`src/osss_map.svh`:
```
// Register map, field positions, reset values and timing counts for the clock source block
// Overview of operation
// Crystal modes count 1024 primary oscillator edges before the clock is stable
// Start-up count follows power-on after the power-up delay, and every wake-up
// Core is held, program counter frozen, while the start-up count runs
// External clock and RC modes wait two instruction cycles after sleep or reset
// Internal oscillator modes wait a warm-up delay after sleep or reset
// External clock mode runs no start-up timer count
// External clock mode takes clock on primary pin, frees secondary pin
// Logic is static; a stopped clock halts everything with state kept
// Amplifier gain is low, medium or high for the three crystal modes
// RC with clock output drives secondary pin with oscillator divided by four
// RC pin mode uses primary pin only; secondary pin becomes I/O
// Internal oscillator runs at 4 or 8 MHz by one select bit
// Internal with output frees primary pin, drives secondary with frequency over four
// Internal pins-free mode releases both oscillator pins as I/O
// Trim register holds 5-bit two's complement offset, zero after reset
// Trim 01111 is fastest, 00000 calibrated, 10000 slowest, monotonic
// New trim slews gradually, no stall and no completion flag
// Upper three trim register bits read as zero
// Clock mode comes from the 3-bit configuration source select field
// Eight modes: external, three crystal, two RC, two internal
// Select code to mode mapping is a parameter; start-up counter eleven bits
`ifndef OSSS_MAP_SVH
`define OSSS_MAP_SVH

// ----------------------------------------
// Register offsets
// ----------------------------------------
`define OSSS_ADDR_TRIM        4'h0
`define OSSS_ADDR_STATUS      4'h1

// ----------------------------------------
// Fields and reset values
// ----------------------------------------
`define OSSS_TRIM_MSB         4
`define OSSS_TRIM_RESET       5'h00
`define OSSS_MODE_MAP_DEFAULT 24'hFAC688

// ----------------------------------------
// Timing counts
// ----------------------------------------
`define OSSS_STARTUP_EDGES    11'h400
`define OSSS_EXT_DELAY_EDGES  11'h008
`define OSSS_CLK_MHZ          250
`define OSSS_WARMUP_US        2
`define OSSS_WARMUP_CYCLES    (`OSSS_WARMUP_US * `OSSS_CLK_MHZ)
`define OSSS_INC_8MHZ         16'h0831
`define OSSS_INC_4MHZ         16'h0418
`define OSSS_SLEW_DIV         6'h3F

`endif

```
`src/osss_pkg.sv`:
```
// Types shared by the clock source block
package osss_pkg;

  typedef enum logic [2:0] {
    OSSS_EXT_CLOCK  = 3'b000,
    OSSS_LOW_XTAL   = 3'b001,
    OSSS_MED_XTAL   = 3'b010,
    OSSS_HIGH_XTAL  = 3'b011,
    OSSS_RC_DIVIDED_CLOCK_OUTPUT  = 3'b100,
    OSSS_RC_PIN     = 3'b101,
    OSSS_INT_DIVIDED_CLOCK_OUTPUT = 3'b110,
    OSSS_INT_PINS   = 3'b111
  } osss_mode_t;

  typedef enum logic [2:0] {
    OSSS_ST_CONFIG  = 3'b000,
    OSSS_ST_PWRUP   = 3'b001,
    OSSS_ST_DELAY   = 3'b010,
    OSSS_ST_RUN     = 3'b011,
    OSSS_ST_SLEEP   = 3'b100
  } osss_state_t;

  typedef enum logic [1:0] {
    OSSS_GAIN_OFF   = 2'b00,
    OSSS_GAIN_LOW   = 2'b01,
    OSSS_GAIN_MED   = 2'b10,
    OSSS_GAIN_HIGH  = 2'b11
  } osss_gain_t;

endpackage

```
`src/osss_top.sv`:
```
// Clock source selection, start-up sequencing, pin use and frequency trim
//
// Strobed register access and the placing of the registers are this design's own decisions.
`timescale 1ns/1ps
`include "osss_map.svh"

module osss_top #(
  parameter logic [23:0] MODE_MAP = `OSSS_MODE_MAP_DEFAULT
) (
  // Clock and reset
  input  wire logic       clk_sys,
  input  wire logic       reset_n,
  // Configuration word fields
  input  wire logic [2:0] clock_source_select,
  input  wire logic       internal_frequency_select,
  input  wire logic       powerup_delay_timer_enable,
  // Power and sleep control
  input  wire logic       powerup_delay_timer_expired,
  input  wire logic       sleep_request,
  input  wire logic       wake_event,
  // Oscillator pins
  input  wire logic       primary_oscillator_pin_in,
  output logic            secondary_oscillator_pin_out,
  output logic            secondary_oscillator_pin_oe_n,
  output logic            primary_pin_gpio,
  output logic            secondary_pin_gpio,
  output logic [1:0]      amplifier_gain,
  // Core side
  output logic            core_hold,
  output logic            clock_stable,
  output logic            system_clock_enable,
  output logic [15:0]     internal_oscillator_increment,
  // Register port
  input  wire logic [3:0] reg_addr,
  input  wire logic [7:0] reg_wdata,
  input  wire logic       reg_write,
  input  wire logic       reg_read,
  output logic [7:0]      reg_rdata
);

  localparam logic [10:0] WARMUP_CYCLES = 11'(`OSSS_WARMUP_CYCLES);

  // ----------------------------------------
  // Decoding functions
  // ----------------------------------------
  // eight mode decode
  function automatic osss_pkg::osss_mode_t decode_mode(input logic [2:0] code);
    logic [2:0] m;
    m = MODE_MAP[code*3 +: 3];
    return osss_pkg::osss_mode_t'(m);
  endfunction

  function automatic logic is_crystal(input osss_pkg::osss_mode_t m);
    return (m == osss_pkg::OSSS_LOW_XTAL) || (m == osss_pkg::OSSS_MED_XTAL) ||
           (m == osss_pkg::OSSS_HIGH_XTAL);
  endfunction

  function automatic logic is_internal(input osss_pkg::osss_mode_t m);
    return (m == osss_pkg::OSSS_INT_DIVIDED_CLOCK_OUTPUT) || (m == osss_pkg::OSSS_INT_PINS);
  endfunction

  // ----------------------------------------
  // Configuration capture
  // ----------------------------------------
  osss_pkg::osss_mode_t mode_q;
  logic                 ifs_q;
  logic                 pdt_en_q;
  logic                 cfg_loaded_q;

  // fixed mode capture
  always_ff @(posedge clk_sys or negedge reset_n) begin
    if (!reset_n) begin
      mode_q       <= osss_pkg::OSSS_EXT_CLOCK;
      ifs_q        <= 1'b0;
      pdt_en_q     <= 1'b0;
      cfg_loaded_q <= 1'b0;
    end else if (!cfg_loaded_q) begin
      // parameter mapped decode
      mode_q       <= decode_mode(clock_source_select);
      ifs_q        <= internal_frequency_select;
      pdt_en_q     <= powerup_delay_timer_enable;
      cfg_loaded_q <= 1'b1;
    end
  end

  // ----------------------------------------
  // Frequency trim register
  // ----------------------------------------
  logic [4:0] trim_value_q;

  // signed trim storage
  always_ff @(posedge clk_sys or negedge reset_n) begin
    if (!reset_n) begin
      trim_value_q <= `OSSS_TRIM_RESET;
    end else if (reg_write && reg_addr == `OSSS_ADDR_TRIM) begin
      trim_value_q <= reg_wdata[`OSSS_TRIM_MSB:0];
    end
  end

  // ----------------------------------------
  // Internal oscillator model
  // ----------------------------------------
  logic [15:0] inc_target;
  logic [15:0] inc_q;
  logic [15:0] acc_q;
  logic [16:0] acc_sum;
  logic [5:0]  slew_cnt_q;
  logic        int_tick;

  // base rate plus monotonic trim offset
  always_comb begin
    inc_target = (ifs_q ? `OSSS_INC_8MHZ : `OSSS_INC_4MHZ) +
                 {{7{trim_value_q[4]}}, trim_value_q, 4'h0};
  end

  assign acc_sum  = {1'b0, acc_q} + {1'b0, inc_q};
  assign int_tick = acc_sum[16];

  // gradual slew toward target
  always_ff @(posedge clk_sys or negedge reset_n) begin
    if (!reset_n) begin
      slew_cnt_q <= 6'h00;
      inc_q      <= `OSSS_INC_4MHZ;
    end else if (!cfg_loaded_q) begin
      inc_q      <= internal_frequency_select ? `OSSS_INC_8MHZ : `OSSS_INC_4MHZ;
    end else begin
      slew_cnt_q <= slew_cnt_q + 6'h01;
      if (slew_cnt_q == `OSSS_SLEW_DIV) begin
        if (inc_q < inc_target) begin
          inc_q <= inc_q + 16'h0001;
        end else if (inc_q > inc_target) begin
          inc_q <= inc_q - 16'h0001;
        end
      end
    end
  end

  always_ff @(posedge clk_sys or negedge reset_n) begin
    if (!reset_n) begin
      acc_q <= 16'h0000;
    end else if (is_internal(mode_q) && cfg_loaded_q) begin
      acc_q <= acc_sum[15:0];
    end
  end

  // ----------------------------------------
  // Oscillator edge detection
  // ----------------------------------------
  logic prim_prev_q;
  logic ext_tick;
  logic osc_tick;

  always_ff @(posedge clk_sys or negedge reset_n) begin
    if (!reset_n) begin
      prim_prev_q <= 1'b0;
    end else begin
      prim_prev_q <= primary_oscillator_pin_in;
    end
  end

  // external clock taken from primary pin
  assign ext_tick = primary_oscillator_pin_in & ~prim_prev_q;
  assign osc_tick = cfg_loaded_q & (is_internal(mode_q) ? int_tick : ext_tick);

  // ----------------------------------------
  // Start-up sequencer
  // ----------------------------------------
  osss_pkg::osss_state_t state_q;
  logic [10:0]           delay_cnt_q;
  logic [10:0]           delay_len;
  logic                  delay_step;

  // delay length by mode
  always_comb begin
    if (is_crystal(mode_q)) begin
      delay_len  = `OSSS_STARTUP_EDGES;
      delay_step = osc_tick;
    end else if (is_internal(mode_q)) begin
      delay_len  = WARMUP_CYCLES;
      delay_step = 1'b1;
    end else begin
      // no start-up timer in external mode
      delay_len  = `OSSS_EXT_DELAY_EDGES;
      delay_step = osc_tick;
    end
  end

  // start-up after power-up and wake
  always_ff @(posedge clk_sys or negedge reset_n) begin
    if (!reset_n) begin
      state_q     <= osss_pkg::OSSS_ST_CONFIG;
      delay_cnt_q <= 11'h000;
    end else begin
      case (state_q)
        osss_pkg::OSSS_ST_CONFIG: begin
          if (cfg_loaded_q) begin
            state_q <= osss_pkg::OSSS_ST_PWRUP;
          end
        end
        osss_pkg::OSSS_ST_PWRUP: begin
          if (!pdt_en_q || powerup_delay_timer_expired) begin
            state_q     <= osss_pkg::OSSS_ST_DELAY;
            delay_cnt_q <= 11'h000;
          end
        end
        osss_pkg::OSSS_ST_DELAY: begin
          // count advances on oscillator edges, or on every cycle in internal modes
          if (delay_step) begin
            if (delay_cnt_q == delay_len - 11'h001) begin
              state_q <= osss_pkg::OSSS_ST_RUN;
            end else begin
              delay_cnt_q <= delay_cnt_q + 11'h001;
            end
          end
        end
        osss_pkg::OSSS_ST_RUN: begin
          if (sleep_request) begin
            state_q <= osss_pkg::OSSS_ST_SLEEP;
          end
        end
        osss_pkg::OSSS_ST_SLEEP: begin
          if (wake_event) begin
            state_q     <= osss_pkg::OSSS_ST_DELAY;
            delay_cnt_q <= 11'h000;
          end
        end
        default: begin
          state_q <= osss_pkg::OSSS_ST_CONFIG;
        end
      endcase
    end
  end

  // ----------------------------------------
  // Core hold and clock enable
  // ----------------------------------------
  // hold execution until running
  always_ff @(posedge clk_sys or negedge reset_n) begin
    if (!reset_n) begin
      core_hold    <= 1'b1;
      clock_stable <= 1'b0;
    end else begin
      core_hold    <= (state_q != osss_pkg::OSSS_ST_RUN);
      clock_stable <= (state_q == osss_pkg::OSSS_ST_RUN);
    end
  end

  // no edge means no core progress
  always_ff @(posedge clk_sys or negedge reset_n) begin
    if (!reset_n) begin
      system_clock_enable <= 1'b0;
    end else begin
      system_clock_enable <= osc_tick && (state_q == osss_pkg::OSSS_ST_RUN);
    end
  end

  always_ff @(posedge clk_sys or negedge reset_n) begin
    if (!reset_n) begin
      internal_oscillator_increment <= `OSSS_INC_4MHZ;
    end else begin
      internal_oscillator_increment <= inc_q;
    end
  end

  // ----------------------------------------
  // Divided clock output
  // ----------------------------------------
  logic [1:0] div_cnt_q;

  // oscillator divided by four
  always_ff @(posedge clk_sys or negedge reset_n) begin
    if (!reset_n) begin
      div_cnt_q <= 2'b00;
    end else if (osc_tick) begin
      div_cnt_q <= div_cnt_q + 2'b01;
    end
  end

  // ----------------------------------------
  // Pin functions and amplifier gain
  // ----------------------------------------
  logic divided_clock_output_mode;

  assign divided_clock_output_mode = (mode_q == osss_pkg::OSSS_RC_DIVIDED_CLOCK_OUTPUT) || (mode_q == osss_pkg::OSSS_INT_DIVIDED_CLOCK_OUTPUT);

  always_ff @(posedge clk_sys or negedge reset_n) begin
    if (!reset_n) begin
      secondary_oscillator_pin_out  <= 1'b0;
      secondary_oscillator_pin_oe_n <= 1'b1;
    end else begin
      secondary_oscillator_pin_out  <= divided_clock_output_mode & div_cnt_q[1];
      secondary_oscillator_pin_oe_n <= ~(divided_clock_output_mode & cfg_loaded_q);
    end
  end

  // pin release by mode
  always_ff @(posedge clk_sys or negedge reset_n) begin
    if (!reset_n) begin
      primary_pin_gpio   <= 1'b0;
      secondary_pin_gpio <= 1'b0;
    end else begin
      primary_pin_gpio   <= is_internal(mode_q);
      secondary_pin_gpio <= (mode_q == osss_pkg::OSSS_EXT_CLOCK) || (mode_q == osss_pkg::OSSS_RC_PIN) ||
                            (mode_q == osss_pkg::OSSS_INT_PINS);
    end
  end

  // gain per crystal mode
  always_ff @(posedge clk_sys or negedge reset_n) begin
    if (!reset_n) begin
      amplifier_gain <= osss_pkg::OSSS_GAIN_OFF;
    end else begin
      case (mode_q)
        osss_pkg::OSSS_LOW_XTAL:  amplifier_gain <= osss_pkg::OSSS_GAIN_LOW;
        osss_pkg::OSSS_MED_XTAL:  amplifier_gain <= osss_pkg::OSSS_GAIN_MED;
        osss_pkg::OSSS_HIGH_XTAL: amplifier_gain <= osss_pkg::OSSS_GAIN_HIGH;
        default:                  amplifier_gain <= osss_pkg::OSSS_GAIN_OFF;
      endcase
    end
  end

  // ----------------------------------------
  // Register read port
  // ----------------------------------------
  // upper trim bits read zero
  always_ff @(posedge clk_sys or negedge reset_n) begin
    if (!reset_n) begin
      reg_rdata <= 8'h00;
    end else if (reg_read) begin
      case (reg_addr)
        `OSSS_ADDR_TRIM:   reg_rdata <= {3'h0, trim_value_q};
        `OSSS_ADDR_STATUS: reg_rdata <= {clock_stable, core_hold, state_q, mode_q};
        default:           reg_rdata <= 8'h00;
      endcase
    end else begin
      reg_rdata <= 8'h00;
    end
  end

  // ----------------------------------------
  // Assertions
  // ----------------------------------------
  // hold matches sequencer
  a_hold_until_run: assert property (@(posedge clk_sys) disable iff (!reset_n)
    1'b1 |=> core_hold == ($past(state_q) != osss_pkg::OSSS_ST_RUN))
    else $error("core hold does not follow start-up state");

  // crystal delay needs full count
  a_startup_full_count: assert property (@(posedge clk_sys) disable iff (!reset_n)
    (state_q == osss_pkg::OSSS_ST_DELAY && is_crystal(mode_q)) ##1 (state_q == osss_pkg::OSSS_ST_RUN)
    |-> $past(delay_cnt_q) == 11'h3FF)
    else $error("crystal start-up ended before 1024 edges");

  // short delay count
  a_ext_two_cycles: assert property (@(posedge clk_sys) disable iff (!reset_n)
    (state_q == osss_pkg::OSSS_ST_DELAY && !is_crystal(mode_q) && !is_internal(mode_q))
    ##1 (state_q == osss_pkg::OSSS_ST_RUN) |-> $past(delay_cnt_q) == 11'h007)
    else $error("external start-up delay not two instruction cycles");

  // wake restarts count
  a_wake_restart: assert property (@(posedge clk_sys) disable iff (!reset_n)
    (state_q == osss_pkg::OSSS_ST_SLEEP && wake_event)
    |=> (state_q == osss_pkg::OSSS_ST_DELAY && delay_cnt_q == 11'h000))
    else $error("wake-up did not restart start-up count");

  // high crystal mode gives high gain
  a_gain_high: assert property (@(posedge clk_sys) disable iff (!reset_n)
    $stable(mode_q) && mode_q == osss_pkg::OSSS_HIGH_XTAL |=> amplifier_gain == osss_pkg::OSSS_GAIN_HIGH)
    else $error("high gain crystal mode without high gain");

  // both pins free
  a_pins_free: assert property (@(posedge clk_sys) disable iff (!reset_n)
    $stable(mode_q) && mode_q == osss_pkg::OSSS_INT_PINS |=> primary_pin_gpio && secondary_pin_gpio &&
    secondary_oscillator_pin_oe_n)
    else $error("internal pins-free mode still holds a pin");

  // divider counts edges
  a_div_by_four: assert property (@(posedge clk_sys) disable iff (!reset_n)
    osc_tick |=> div_cnt_q == $past(div_cnt_q) + 2'b01)
    else $error("divided clock missed an oscillator edge");

  // reserved bits zero
  a_trim_read_zero: assert property (@(posedge clk_sys) disable iff (!reset_n)
    reg_read && reg_addr == `OSSS_ADDR_TRIM |=> reg_rdata[7:5] == 3'h0 && reg_rdata[4:0] == $past(trim_value_q))
    else $error("trim read returns wrong data");

  // slew moves at most one step
  a_slew_gradual: assert property (@(posedge clk_sys) disable iff (!reset_n)
    cfg_loaded_q |=> (inc_q == $past(inc_q)) || (inc_q == $past(inc_q) + 16'h0001) ||
    (inc_q == $past(inc_q) - 16'h0001))
    else $error("internal frequency jumped");

endmodule

```
`config.mk`:
```
export PLATFORM = sky130hd
export DESIGN_NAME = osss_top
export DESIGN_NICKNAME = d
export VERILOG_FILES = /design/src/osss_pkg.sv /design/src/osss_top.sv
export VERILOG_INCLUDE_DIRS = /design/src
export SDC_FILE = /design/constraint.sdc
export NUM_CORES = 1
export LEC_CHECK = 0
export ABC_AREA = 1
export BUFFER_PORTS_ARGS = -buffer_cell sky130_fd_sc_hd__buf_2
export CORE_ASPECT_RATIO = 0.75
export CORE_MARGIN = 2
export CORE_UTILIZATION = 50
export CTS_CLUSTER_SIZE = 28
export DETAILED_ROUTE_END_ITERATION = 6
export GPL_TIMING_DRIVEN = 0
export MAX_ROUTING_LAYER = met4
export PLACE_DENSITY = 0.72
export SKIP_LAST_GASP = 1
export SYNTH_ARGS = -nofsm -noshare
export SYNTH_HDL_FRONTEND = slang
export SYNTH_SLANG_ARGS = --single-unit
```
`constraint.sdc`:
```
create_clock -name clk_sys -period 3.59 [get_ports clk_sys]
set_input_delay 0.718 -clock clk_sys [delete_from_list [all_inputs] [get_ports clk_sys]]
set_output_delay 0.718 -clock clk_sys [all_outputs]
set_load 0.02 [all_outputs]
```
==> metrics.csv, run 1 <==
stage,metric,value,unit
synthesis,Synth cell types,46,
global_routing,initial antenna violation count,0,
synthesis,Compound-Gate Fraction of Synth Area,10.95,%
clocking,Num Clock Sinks,99,
critical_path,Worst R2R End,inc_q[15]$_DFFE_PN0P_,
synthesis,mux contribution to synthesized area,0.3622,%
critical_path,Most common cell on crit path,nand2_1,
synthesis,top cell type's share of synthesized area,36.63,%
clocking,CTS root buffer,clkbuf_16,
cells_and_area,most frequent cells in the layout,"nand2_1 (185), dfrtp_1 (90), inv_1 (67)",
synthesis,Syn Inst Count,765,
floorplan,Die X,132.8,um
floorplan,Rows,35,
timing,RSZ-0062 raised after global routing,yes,
synthesis,Synth area leaders,"dfrtp_1 (37%), nand2_1 (12%), ha_1 (10%), nand3_1 (4.7%), inv_1 (4.2%)",
global_routing,GRT Overall Usage,24.43,%
synthesis,Synth Net Count,843,
clocking,worst-skew pair later-pin latency,340,ps
clocking,Clock transition at path regs,70,ps
timing,Setup-failing EPs final,4,
synthesis,Mean Syn Cell Area,8.127,um^2
clocking,Max Buffers Root-to-Sink,2,
cells_and_area,Register Area,2489,um^2
outcome,failing checks,negative setup slack,
timing,Final WS setup,-48.53,ps
global_routing,GRT overflow,0,
timing,Slew Limit Fails,0,
global_routing,largest net degree at the start of global routing,59,
floorplan,Initial Util,50.89,%
cells_and_area,"commonest non-fill, non-tap cell in the layout",nand2_1,
cells_and_area,FILL cells,972,
route,post-route ant nets,0,
power_and_ir_drop,P_leak,0.003799,uW
synthesis,Synth Cell Area,6217,um^2
critical_path,worst path cell trace,buf_4 -> fa_2 -> nand4_1 -> xor2_1 -> ha_1 -> nand2_2 -> inv_1 -> nand2_1 -> nand2_1 -> nand3_2 -> nand2_4 -> nand2_8 -> nand2_8 -> ha_1 -> a21oi_1 -> a21boi_2 -> o21ai_1 -> a21oi_2 -> nand3_1 -> nand2_1 -> nand2_1 -> nand2_1,
global_routing,first-pass GRT wire length,25160,um
critical_path,Setup CP Type,reg2reg,
clocking,hold-fix buffers at CTS,0,
critical_path,Critical Path AT,3930,ps
cells_and_area,layout cells sized above 1,26.52,%
timing,Final Hold Fails,0,
critical_path,Crit-path slowest cell,dfrtp_2,
synthesis,sequential-to-total area share from yosys stat,40.01,%
placed_design,GP Congestion,0.9330,
route,vias per cell,5.437,
critical_path,Worst Reg-to-Reg Cells,22,
synthesis,Yosys reg bits,99,
critical_path,worst stage delay on the critical path,430,ps
power_and_ir_drop,Tot Pwr,4311,uW
critical_path,Critical path destination,inc_q[15]$_DFFE_PN0P_,
critical_path,crit end category,flop,
power_and_ir_drop,power per standard cell area,555.7,nW/um^2
route,WL per Instance,16.14,um
timing,Tmin final,3639,ps
cells_and_area,Synth-to-Final Area Change,24.77,%
outcome,run status,"finished, violations left",
critical_path,Critical Path Source,ifs_q$_DFFE_PN0N_,
route,# DRC,0,
placed_design,I/O Buffers,54,
clocking,Max H-tree Level,3,
floorplan,Core Area,12220,um^2
timing,Worst Clk Skew,9.260,ps
cells_and_area,nets@finish,929,
timing,setup TNS,-147.1,ps
floorplan,die area,13350,um^2
route,first-pass iteration count of the detailed router,5,
cells_and_area,multi-input logic area,3944,um^2
clocking,CTS Buf Count,9,
timing,fin crit share,101.4,%
route,via count,5557,
global_routing,vias in the first global route,5002,
critical_path,critical path required time,3880,ps
timing,Slew headroom,57.15,%
route,Iter 0 DRT Violations,394,
synthesis,Yosys Warn Count,0,
timing,worst-margin pin slew,636.8,ps
cells_and_area,fin cells,1022,
route,routed wire length,16500,um
critical_path,FF-to-FF setup slack,-50,ps
placed_design,placed cell count,986,
synthesis,Post-Synth Simple-Gate Area,27.61,%
critical_path,Critical Path Fanout Max,5,
floorplan,die height,100.6,um
synthesis,main combinational cell family by area after synthesis,simple AND/OR/NAND/NOR gates,
synthesis,xor/xnor share of the synthesized area,4.367,%
clocking,CTS tree,yes,
floorplan,# IOs,58,
critical_path,Worst setup SP type,flop,
power_and_ir_drop,maximum vdd drop,292.2,uV
placed_design,Setup Slack @ Placement,-406.7,ps
timing,FMAX,0.2748,GHz
run,max-cap violations,0,
placed_design,Final HPWL DP,10830,um
synthesis,Synth area leader,dfrtp_1,
synthesis,Post-Synth Adder-Cell Area,11.03,%
critical_path,Reg2Reg Launch Point,ifs_q$_DFFE_PN0N_,
cells_and_area,ant diodes,0,
worst_hold_path,hold crit path type,in2async,
[repair_timing]
item	CTS	global route
endpoints found under the setup margin	13	12
buffers inserted	4	14
gates cloned	2	0
gates resized for setup	18	90
pin swaps	4	38
[layout make-up]
type                            instances  share of cell area (%)
Multi-Input combinational cell        584                   50.84
Sequential cell                        99                   32.08
Buffer                                  9                  0.8548
Tap cell                              166                   2.677
Inverter                               75                   3.677
Timing Repair Buffer                   73                   5.774
Clock inverter                          5                   1.097
Clock buffer                           11                   3.000
[power by group]
| part | switching (uW) | total, uW | internal (uW) |
|---|---|---|---|
| clock | 430 | 1050 | 617 |
| sequential | 193 | 1510 | 1320 |
| combinational | 1060 | 1750 | 687 |
[synthesized netlist by cell type (all sizes together)]
cell type,instances
nor4,4
mux2,2
dfstp,8
o32ai,3
nor2,55
conb,1
nor3,12
ha,50
clkbuf,4
inv,74
nand3,63
nand2,215
o31ai,1
or2,7
nand4,12
o21a,1
buf,5
a22oi,1
a41oi,1
a21oi,36
o21ai,62
dfrtp,91
xor2,21
a21o,4
nand3b,9
xnor2,10
fa,3
a31oi,3
o21bai,1
o211ai,1
a21boi,2
and2,1
clkinv,1
and3,1
[cells by family after synthesis]
family	after synthesis
AOI/OAI and AO/OA	116
xor gates and xnor gates	31
adders and majority gates	53
buffers and inverters	84
DFF	99
muxes	2
other	1
and+or+nand+nor	379
[layer usage]
layer	vias up	share of wire, %	global-route usage (%)
li1	2720	-	-
met4	0	2.1	5.128
met3	36	6.1	4.625
met5	-	0	-
met2	183	45	35.63
met1	2618	47	35.56
[critical path, delay by kind of cell (launching register included)]
| family | cells | cell delay [ps] |
|---|---|---|
| AOI/OAI and AO/OA | 4 | 690 |
| xor gates and xnor gates | 1 | 170 |
| adders and majority gates | 3 | 1020 |
| buffers and inverters | 2 | 220 |
| DFF | 1 | 430 |
| and+or+nand+nor | 12 | 1050 |
[stage by stage]
stage | hold slack [ps] | utilization (%) | instance area, um^2
6_report | 367.3 | 63.49 | 7757
5_1_grt | 405.8 | 63.49 | 7757
4_1_cts | 386.6 | 58.60 | 7159
3_5_place_dp | 415.2 | 55.04 | 6725
3_3_place_gp | 416.2 | 54.80 | 6695
2_1_floorplan | 379.7 | - | 6217
[sequential cells by signal, indices dropped and copies added (netlist names), 2 cells and up]
register	count
amplifier_gain	2
mode_q	3
div_cnt_q	2
delay_cnt_q	11
acc_q	16
state_q	3
inc_q	16
reg_rdata	8
slew_cnt_q	6
trim_value_q	5
internal_oscillator_increment	16
[how the worst min path moves through the flow]
stage	cells after the start	slack, ps	start	to
2_1_floorplan	0	380	inc_q[3]$_DFFE_PN1P_	internal_oscillator_increment[3]$_DFF_PN1_
3_3_place_gp	0	420	inc_q[3]$_DFFE_PN1P_	internal_oscillator_increment[3]$_DFF_PN1_
3_5_place_dp	0	420	inc_q[3]$_DFFE_PN1P_	internal_oscillator_increment[3]$_DFF_PN1_
4_1_cts	1	390	reset_n	reg_rdata[7]$_DFF_PN0_
5_1_grt	1	410	reset_n	clock_stable$_DFF_PN0_
6_report	1	370	reset_n	reg_rdata[6]$_DFF_PN0_
(Power assumes the default switching activity.)
==> run 2, diff against run 1 <==
Settings changed: CORE_ASPECT_RATIO 0.75 to unset.
==> run 2 against run 1 <==
Net effect: the flow still finishes with violations (negative setup slack); core utilization rose by 0.61 points; cell count barely moved; cell area fell by 0.34%; critical path depth did not move; clock skew barely moved; routed wire length fell by 2.8%; clock power rose by 7%; hold slack got worse by 79 ps; first-iteration DRC count fell by 7.1%; setup slack improved by 34 ps; die area barely moved; critical endpoint is now inc_q[12]$_DFFE_PN0P_; highest routed layer unchanged.
==> metrics.csv, run 2 (synthesis results as in run 1) <==
stage,metric,value,unit,change
outcome,run status,"finished, violations left",,
outcome,failing checks,negative setup slack,,
cells_and_area,most frequent cells in the layout,"nand2_1 (184), dfrtp_1 (89), inv_1 (65)",,
global_routing,initial antenna violation count,0,,unchanged
clocking,Max Buffers Root-to-Sink,2,,unchanged
critical_path,Critical Path Fanout Max,5,,unchanged
global_routing,met3 Usage GRT,5.544,%,+0.92 points
timing,Final WS setup,-15.00,ps,+33.54 ps
route,Iter 0 DRT Violations,366,,-7.1%
critical_path,Critical Path AT,3840,ps,-90 ps
timing,Setup-failing EPs final,2,,-2
cells_and_area,Final Util,64.10,%,+0.61 points
global_routing,vias in the first global route,5182,,+3.6%
critical_path,Setup CP Type,reg2reg,,
placed_design,placed cell count,988,,+0.20%
critical_path,Worst R2R End,inc_q[12]$_DFFE_PN0P_,,
timing,Slew Limit Fails,0,,unchanged
floorplan,die height,115.5,um,+15%
global_routing,met1 Use GR,31.95,%,-3.6 points
run,max-cap violations,0,,unchanged
timing,worst-margin pin slew,638.9,ps,+2.033 ps
clocking,Max H-tree Level,3,,unchanged
floorplan,Rows,40,,+14%
critical_path,FF-to-FF setup slack,-10,ps,+30 ps
global_routing,GRT met2 Usage,38.79,%,+3.2 points
clocking,hold-fix buffers at CTS,0,,unchanged
cells_and_area,"commonest non-fill, non-tap cell in the layout",nand2_1,,
critical_path,Worst setup SP type,flop,,
power_and_ir_drop,Clock power frac,26.0,%,+1.7 points
clocking,CTS root buffer,clkbuf_16,,
clocking,CTS tree,yes,,
global_routing,first-pass GRT wire length,24940,um,-0.88%
cells_and_area,Largest regs,"acc_q (16), inc_q (16), internal_oscillator_increment (16)",,
critical_path,critical path required time,3830,ps,-50 ps
cells_and_area,layout cells sized above 1,26.08,%,-0.44 points
cells_and_area,nets@finish,928,,-0.11%
cells_and_area,Synth-to-Final Area Change,24.35,%,
power_and_ir_drop,maximum vdd drop,377.9,uV,+29%
route,post-route ant nets,0,,unchanged
route,vias per cell,5.437,,about the same
worst_hold_path,hold crit path type,in2async,,
placed_design,I/O Buffers,54,,unchanged
global_routing,GRT overflow,0,,unchanged
route,# DRC,0,,unchanged
route,via count,5562,,+0.090%
cells_and_area,ant diodes,0,,unchanged
clocking,Clock transition at path regs,70,ps,about the same
power_and_ir_drop,switching part of the total,38.21,%,-0.91 points
floorplan,Die X,115.5,um,-13%
global_routing,largest net degree at the start of global routing,71,,+20%
floorplan,Core Area,12060,um^2,-1.3%
power_and_ir_drop,power per standard cell area,558.2,nW/um^2,+0.45%
timing,fin crit share,100.4,%,-0.93 points
global_routing,GRT Overall Usage,24.66,%,+0.23 points
floorplan,Initial Util,51.55,%,+0.66 points
power_and_ir_drop,P_leak,0.003778,uW,-0.54%
timing,Worst Clk Skew,9.007,ps,-0.2530 ps
power_and_ir_drop,switching power total,1649,uW,-2.2%
critical_path,crit end category,flop,,
critical_path,Worst Reg-to-Reg Cells,22,,unchanged
clocking,worst-skew pair later-pin latency,360,ps,+20 ps
route,first-pass iteration count of the detailed router,5,,unchanged
timing,FMAX,0.2774,GHz,+0.93%
timing,Tmin final,3605,ps,-33.54 ps
placed_design,GP Congestion,0.9356,,+0.28%
timing,Slew headroom,57.02,%,-0.14 points
floorplan,# IOs,58,,unchanged
placed_design,Final HPWL DP,10850,um,about the same
timing,RSZ-0062 raised after global routing,yes,,
global_routing,gr busiest metal,met2,,
power_and_ir_drop,Flop pwr share,35.1,%,about the same
clocking,CTS Buf Count,9,,unchanged
clocking,Num Clock Sinks,99,,unchanged
power_and_ir_drop,internal power,2667,uW,+1.6%
timing,Final Hold Fails,0,,unchanged
critical_path,Reg2Reg Launch Point,trim_value_q[1]$_DFFE_PN0P_,,
route,WL per Instance,15.68,um,-2.9%
cells_and_area,fin cells,1023,,+0.098%
floorplan,die area,13340,um^2,about the same
route,routed wire length,16040,um,-2.8%
power_and_ir_drop,Gate power share,38.9,%,-1.7 points
run 2: power groups by stage:
stage	registers (uW)	logic (uW)	clock network, uW
2_1_floorplan	1510	1060	0
3_3_place_gp	1510	1370	0
3_5_place_dp	1520	1420	0
4_1_cts	1500	1460	1140
5_1_grt	1550	1870	1190
6_report	1520	1680	1120
run 2: worst max-delay path by stage:
stage,startpoint,endpoint,slack [ps],cells past startpoint
finish,trim_value_q[1]$_DFFE_PN0P_,inc_q[12]$_DFFE_PN0P_,-10,22
global route,trim_value_q[1]$_DFFE_PN0P_,inc_q[15]$_DFFE_PN0P_,-150,22
CTS,ifs_q$_DFFE_PN0N_,inc_q[15]$_DFFE_PN0P_,20,22
detailed placement,ifs_q$_DFFE_PN0N_,inc_q[14]$_DFFE_PN0P_,-420,24
global placement,ifs_q$_DFFE_PN0N_,inc_q[14]$_DFFE_PN0P_,-340,24
floorplan,ifs_q$_DFFE_PN0N_,inc_q[14]$_DFFE_PN0P_,110,24
run 2: layout make-up:
class	instances	area [um^2]
sequential	99	2490
multi-input combinational	584	3895
tap	168	210.2
fill	1010	4330
inverter	75	285.3
timing repair buffer	72	444.2
clock buffer	11	232.7
buffer	9	66.31
clock inverter	5	107.6
run 2: routing by layer:
| layer | up-vias | share of wire [%] |
|---|---|---|
| met1 | 2646 | 43 |
| met3 | 30 | 6.6 |
| met2 | 177 | 48 |
| li1 | 2709 | - |
| met5 | - | 0 |
| met4 | 0 | 2.1 |
run 2: stage by stage:
step	setup WS [ps]	setup TNS, ps	total power [uW]	hold slack (ps)	area (um^2)
after global placement	-339.1	-2061	2882	413.8	6698
after floorplan	114.4	0	2569	379.7	6217
final	-15.00	-27.97	4316	288.3	7731
after global routing	-149.3	-1091	4606	311.5	7731
after CTS	18.31	0	4103	297.9	7153
after detailed placement	-416.1	-3167	2939	419.0	6728
run 2: what timing repair did:
action / 4_1_cts / 5_1_grt
endpoints found under the hold margin: 0 / 0
endpoints found under the setup margin: 13 / 13
pin swaps: 5 / 33
resized for setup: 14 / 88
setup buffers: 3 / 14
cloned: 1 / 1
run 2: worst max-delay path, stage by stage, from the launching register on:
cell and delay [ps]:
dfrtp_2 450, ha_4 260, a21oi_4 180, nor2_4 60, a41oi_2 200, xnor2_1 110, ha_1 320, nand2_2 90
nor2_4 100, nand2_2 80, nor2_4 150, nand2_8 110, nand2_8 150, inv_4 40, fa_2 370, inv_2 80
nand3_2 60, nand2_2 100, buf_6 110, nand4_1 70, nand3_1 90, xor2_1 230, o21ai_1 90
==> run 3, diff against run 2 <==
Settings changed: BUFFER_PORTS_ARGS -buffer_cell sky130_fd_sc_hd__buf_2 to unset, DONT_BUFFER_PORTS set to 1, PLACE_DENSITY 0.72 to 0.68.
==> run 3 against run 2 <==
Net effect: the flow now finishes without violations; clock skew fell by 0.78 ps; register-to-register slack improved by 30 ps; critical path depth shrank 2; largest cell class unchanged; via count down 3.3%; routed wire length fell by 0.50%; highest routed layer unchanged; fmax grew 0.75%; sequential share of layout area grew 1.8 points.
==> metrics.csv, run 3 (synthesis results as in run 1) <==
stage,metric,value,unit,change
outcome,run status,"finished, final reports clean",,
route,M1 wire length,6994,um,+1.1%
placed_design,Setup Slack @ Placement,-372.2,ps,+43.95 ps
timing,RSZ-0062 raised after global routing,yes,,
timing,Slew headroom,60.39,%,+3.4 points
timing,fin crit share,99.67,%,-0.74 points
route,vias per cell,5.569,,+2.4%
critical_path,Most common cell on crit path,nand2_2,,
placed_design,GP Congestion,0.9304,,-0.56%
clocking,CTS tree,yes,,
cells_and_area,"commonest non-fill, non-tap cell in the layout",nand2_1,,
critical_path,Bufs and invs on worst path,2,,-1
route,post-route ant nets,0,,unchanged
floorplan,die height,115.5,um,unchanged
critical_path,Critical Path AT,3810,ps,-30 ps
route,WL per Instance,16.52,um,+5.4%
cells_and_area,most frequent cells in the layout,"nand2_1 (185), dfrtp_1 (90), inv_1 (67)",,
critical_path,crit end category,flop,,
placed_design,I/O Buffers,0,,-100%
power_and_ir_drop,maximum vdd drop,416.1,uV,+10%
global_routing,largest net degree at the start of global routing,100,,+41%
cells_and_area,Largest regs,"acc_q (16), inc_q (16), internal_oscillator_increment (16)",,
floorplan,Rows,40,,unchanged
placed_design,Final HPWL DP,10750,um,-0.89%
critical_path,cell family with most CP delay,adder cells,,
floorplan,Die X,115.5,um,unchanged
cells_and_area,layout cells sized above 1,20.30,%,-5.8 points
global_routing,initial antenna violation count,0,,unchanged
cells_and_area,Synth-to-Final Area Change,17.85,%,
route,first-pass iteration count of the detailed router,5,,unchanged
global_routing,first-pass GRT wire length,25230,um,+1.2%
critical_path,critical path required time,3820,ps,about the same
route,Iter 0 DRT Violations,281,,-23%
route,routed wire length,15960,um,-0.50%
critical_path,Crit-path slowest cell,dfrtp_1,,
floorplan,Core Area,12060,um^2,unchanged
route,routed wl met3,963,um,-8.9%
floorplan,# IOs,58,,unchanged
cells_and_area,ant diodes,0,,unchanged
cells_and_area,nets@finish,871,,-6.1%
clocking,CTS Buf Count,9,,unchanged
timing,Final WS setup,11.67,ps,+26.66 ps
worst_hold_path,hold crit path type,in2async,,
timing,Tmin final,3578,ps,-26.66 ps
floorplan,Initial Util,51.55,%,unchanged
clocking,CTS root buffer,clkbuf_16,,
global_routing,vias in the first global route,5092,,-1.7%
timing,Slew Limit Fails,0,,unchanged
critical_path,Setup CP Type,reg2reg,,
clocking,Clock transition at path regs,70,ps,about the same
run,max-cap violations,0,,unchanged
global_routing,GRT Overall Usage,25.02,%,+0.36 points
critical_path,Critical Path Fanout Max,6,,+1
critical_path,Worst Reg-to-Reg Cells,20,,-9.1%
timing,Worst Clk Skew,8.232,ps,-0.7759 ps
timing,Final Hold Fails,0,,unchanged
timing,FMAX,0.2795,GHz,+0.75%
critical_path,FF-to-FF setup slack,10,ps,+30 ps
clocking,Num Clock Sinks,99,,unchanged
critical_path,critical path depth in cells,20,,-9.1%
timing,setup TNS,0,ps,+27.97 ps
timing,Setup-failing EPs final,0,,-2
timing,WHS,58.03,ps,-230.2 ps
route,# DRC,0,,unchanged
route,via count,5380,,-3.3%
power_and_ir_drop,power per standard cell area,562.0,nW/um^2,+0.67%
clocking,Max H-tree Level,3,,unchanged
floorplan,die area,13340,um^2,unchanged
critical_path,Worst setup SP type,flop,,
timing,worst-margin pin slew,588.7,ps,-50.22 ps
critical_path,worst stage delay on the critical path,420,ps,-30 ps
clocking,Max Buffers Root-to-Sink,2,,unchanged
clocking,worst-skew pair later-pin latency,360,ps,about the same
global_routing,GRT overflow,0,,unchanged
critical_path,worst path cell trace,ha_4 -> a21oi_4 -> nor2_4 -> a41oi_2 -> xnor2_1 -> ha_1 -> nand2_2 -> nor2_2 -> nand2_2 -> nor2_4 -> nand2_4 -> buf_4 -> nand2_8 -> ha_4 -> a21oi_4 -> nand2_2 -> buf_4 -> a21oi_1 -> xor2_1 -> o21ai_0,,
power_and_ir_drop,P_leak,0.003497,uW,-7.4%
route,met2 WL,7773,um,+0.65%
route,top sig layer,met4,,
-- run 3: changes by cell type in the layout (fill, tap and decap cells not counted), sizes merged --
cell	previous run	this run
buf	77	20
bufinv	3	1
clkinv	1	3
clkinvlp	0	1
inv	76	75
-- run 3: layout make-up --
class,instances,area (um^2)
inverter,75,285.3
clock inverter,5,60.06
clock buffer,11,242.7
tap,168,210.2
multi-input combinational,584,3845
buffer,9,66.31
fill,1021,4735
sequential,99,2489
timing repair buffer,15,128.9
-- run 3: per-layer routing --
| layer | up-vias | track usage (%) |
|---|---|---|
| li1 | 2601 | - |
| met1 | 2599 | 32.14 |
| met2 | 160 | 40.08 |
| met3 | 20 | 6.172 |
| met4 | 0 | 5.863 |
| met5 | - | - |
-- run 3: what timing repair did --
| item | CTS | global route |
|---|---|---|
| endpoints found under the setup margin | 13 | 12 |
| resized for setup | 17 | 76 |
| gates cloned | 1 | 1 |
| buffers inserted | 6 | 9 |
| pin swaps | 4 | 31 |
| hold buffers | 0 | 0 |
-- run 3: metrics by stage --
step	utilization, %	instance area [um^2]	instances	power [uW]
after floorplan	-	6217	765	2569
after global placement	53.29	6427	933	2824
after detailed placement	53.29	6427	933	2881
after CTS	56.79	6850	956	3941
after global routing	60.75	7327	966	4407
final	60.75	7327	966	4118
-- run 3: final timing paths --
check,from,endpoint
max,trim_value_q[1]$_DFFE_PN0P_,inc_q[8]$_DFFE_PN0P_
min,reset_n,inc_q[8]$_DFFE_PN0P_
max reg2reg,trim_value_q[1]$_DFFE_PN0P_,inc_q[8]$_DFFE_PN0P_
min reg2reg,inc_q[3]$_DFFE_PN1P_,internal_oscillator_increment[3]$_DFF_PN1_
max in group asynchronous,reset_n,core_hold$_DFF_PN1_
min in group clk_sys,primary_oscillator_pin_in,prim_prev_q$_DFF_PN0_
-- run 3: power by group --
group | total [uW] | internal (uW) | switching [uW]
Combinational | 1550 | 618 | 930
Clock | 1000 | 562 | 440
Sequential | 1570 | 1320 | 244
Total | 4120 | 2500 | 1610
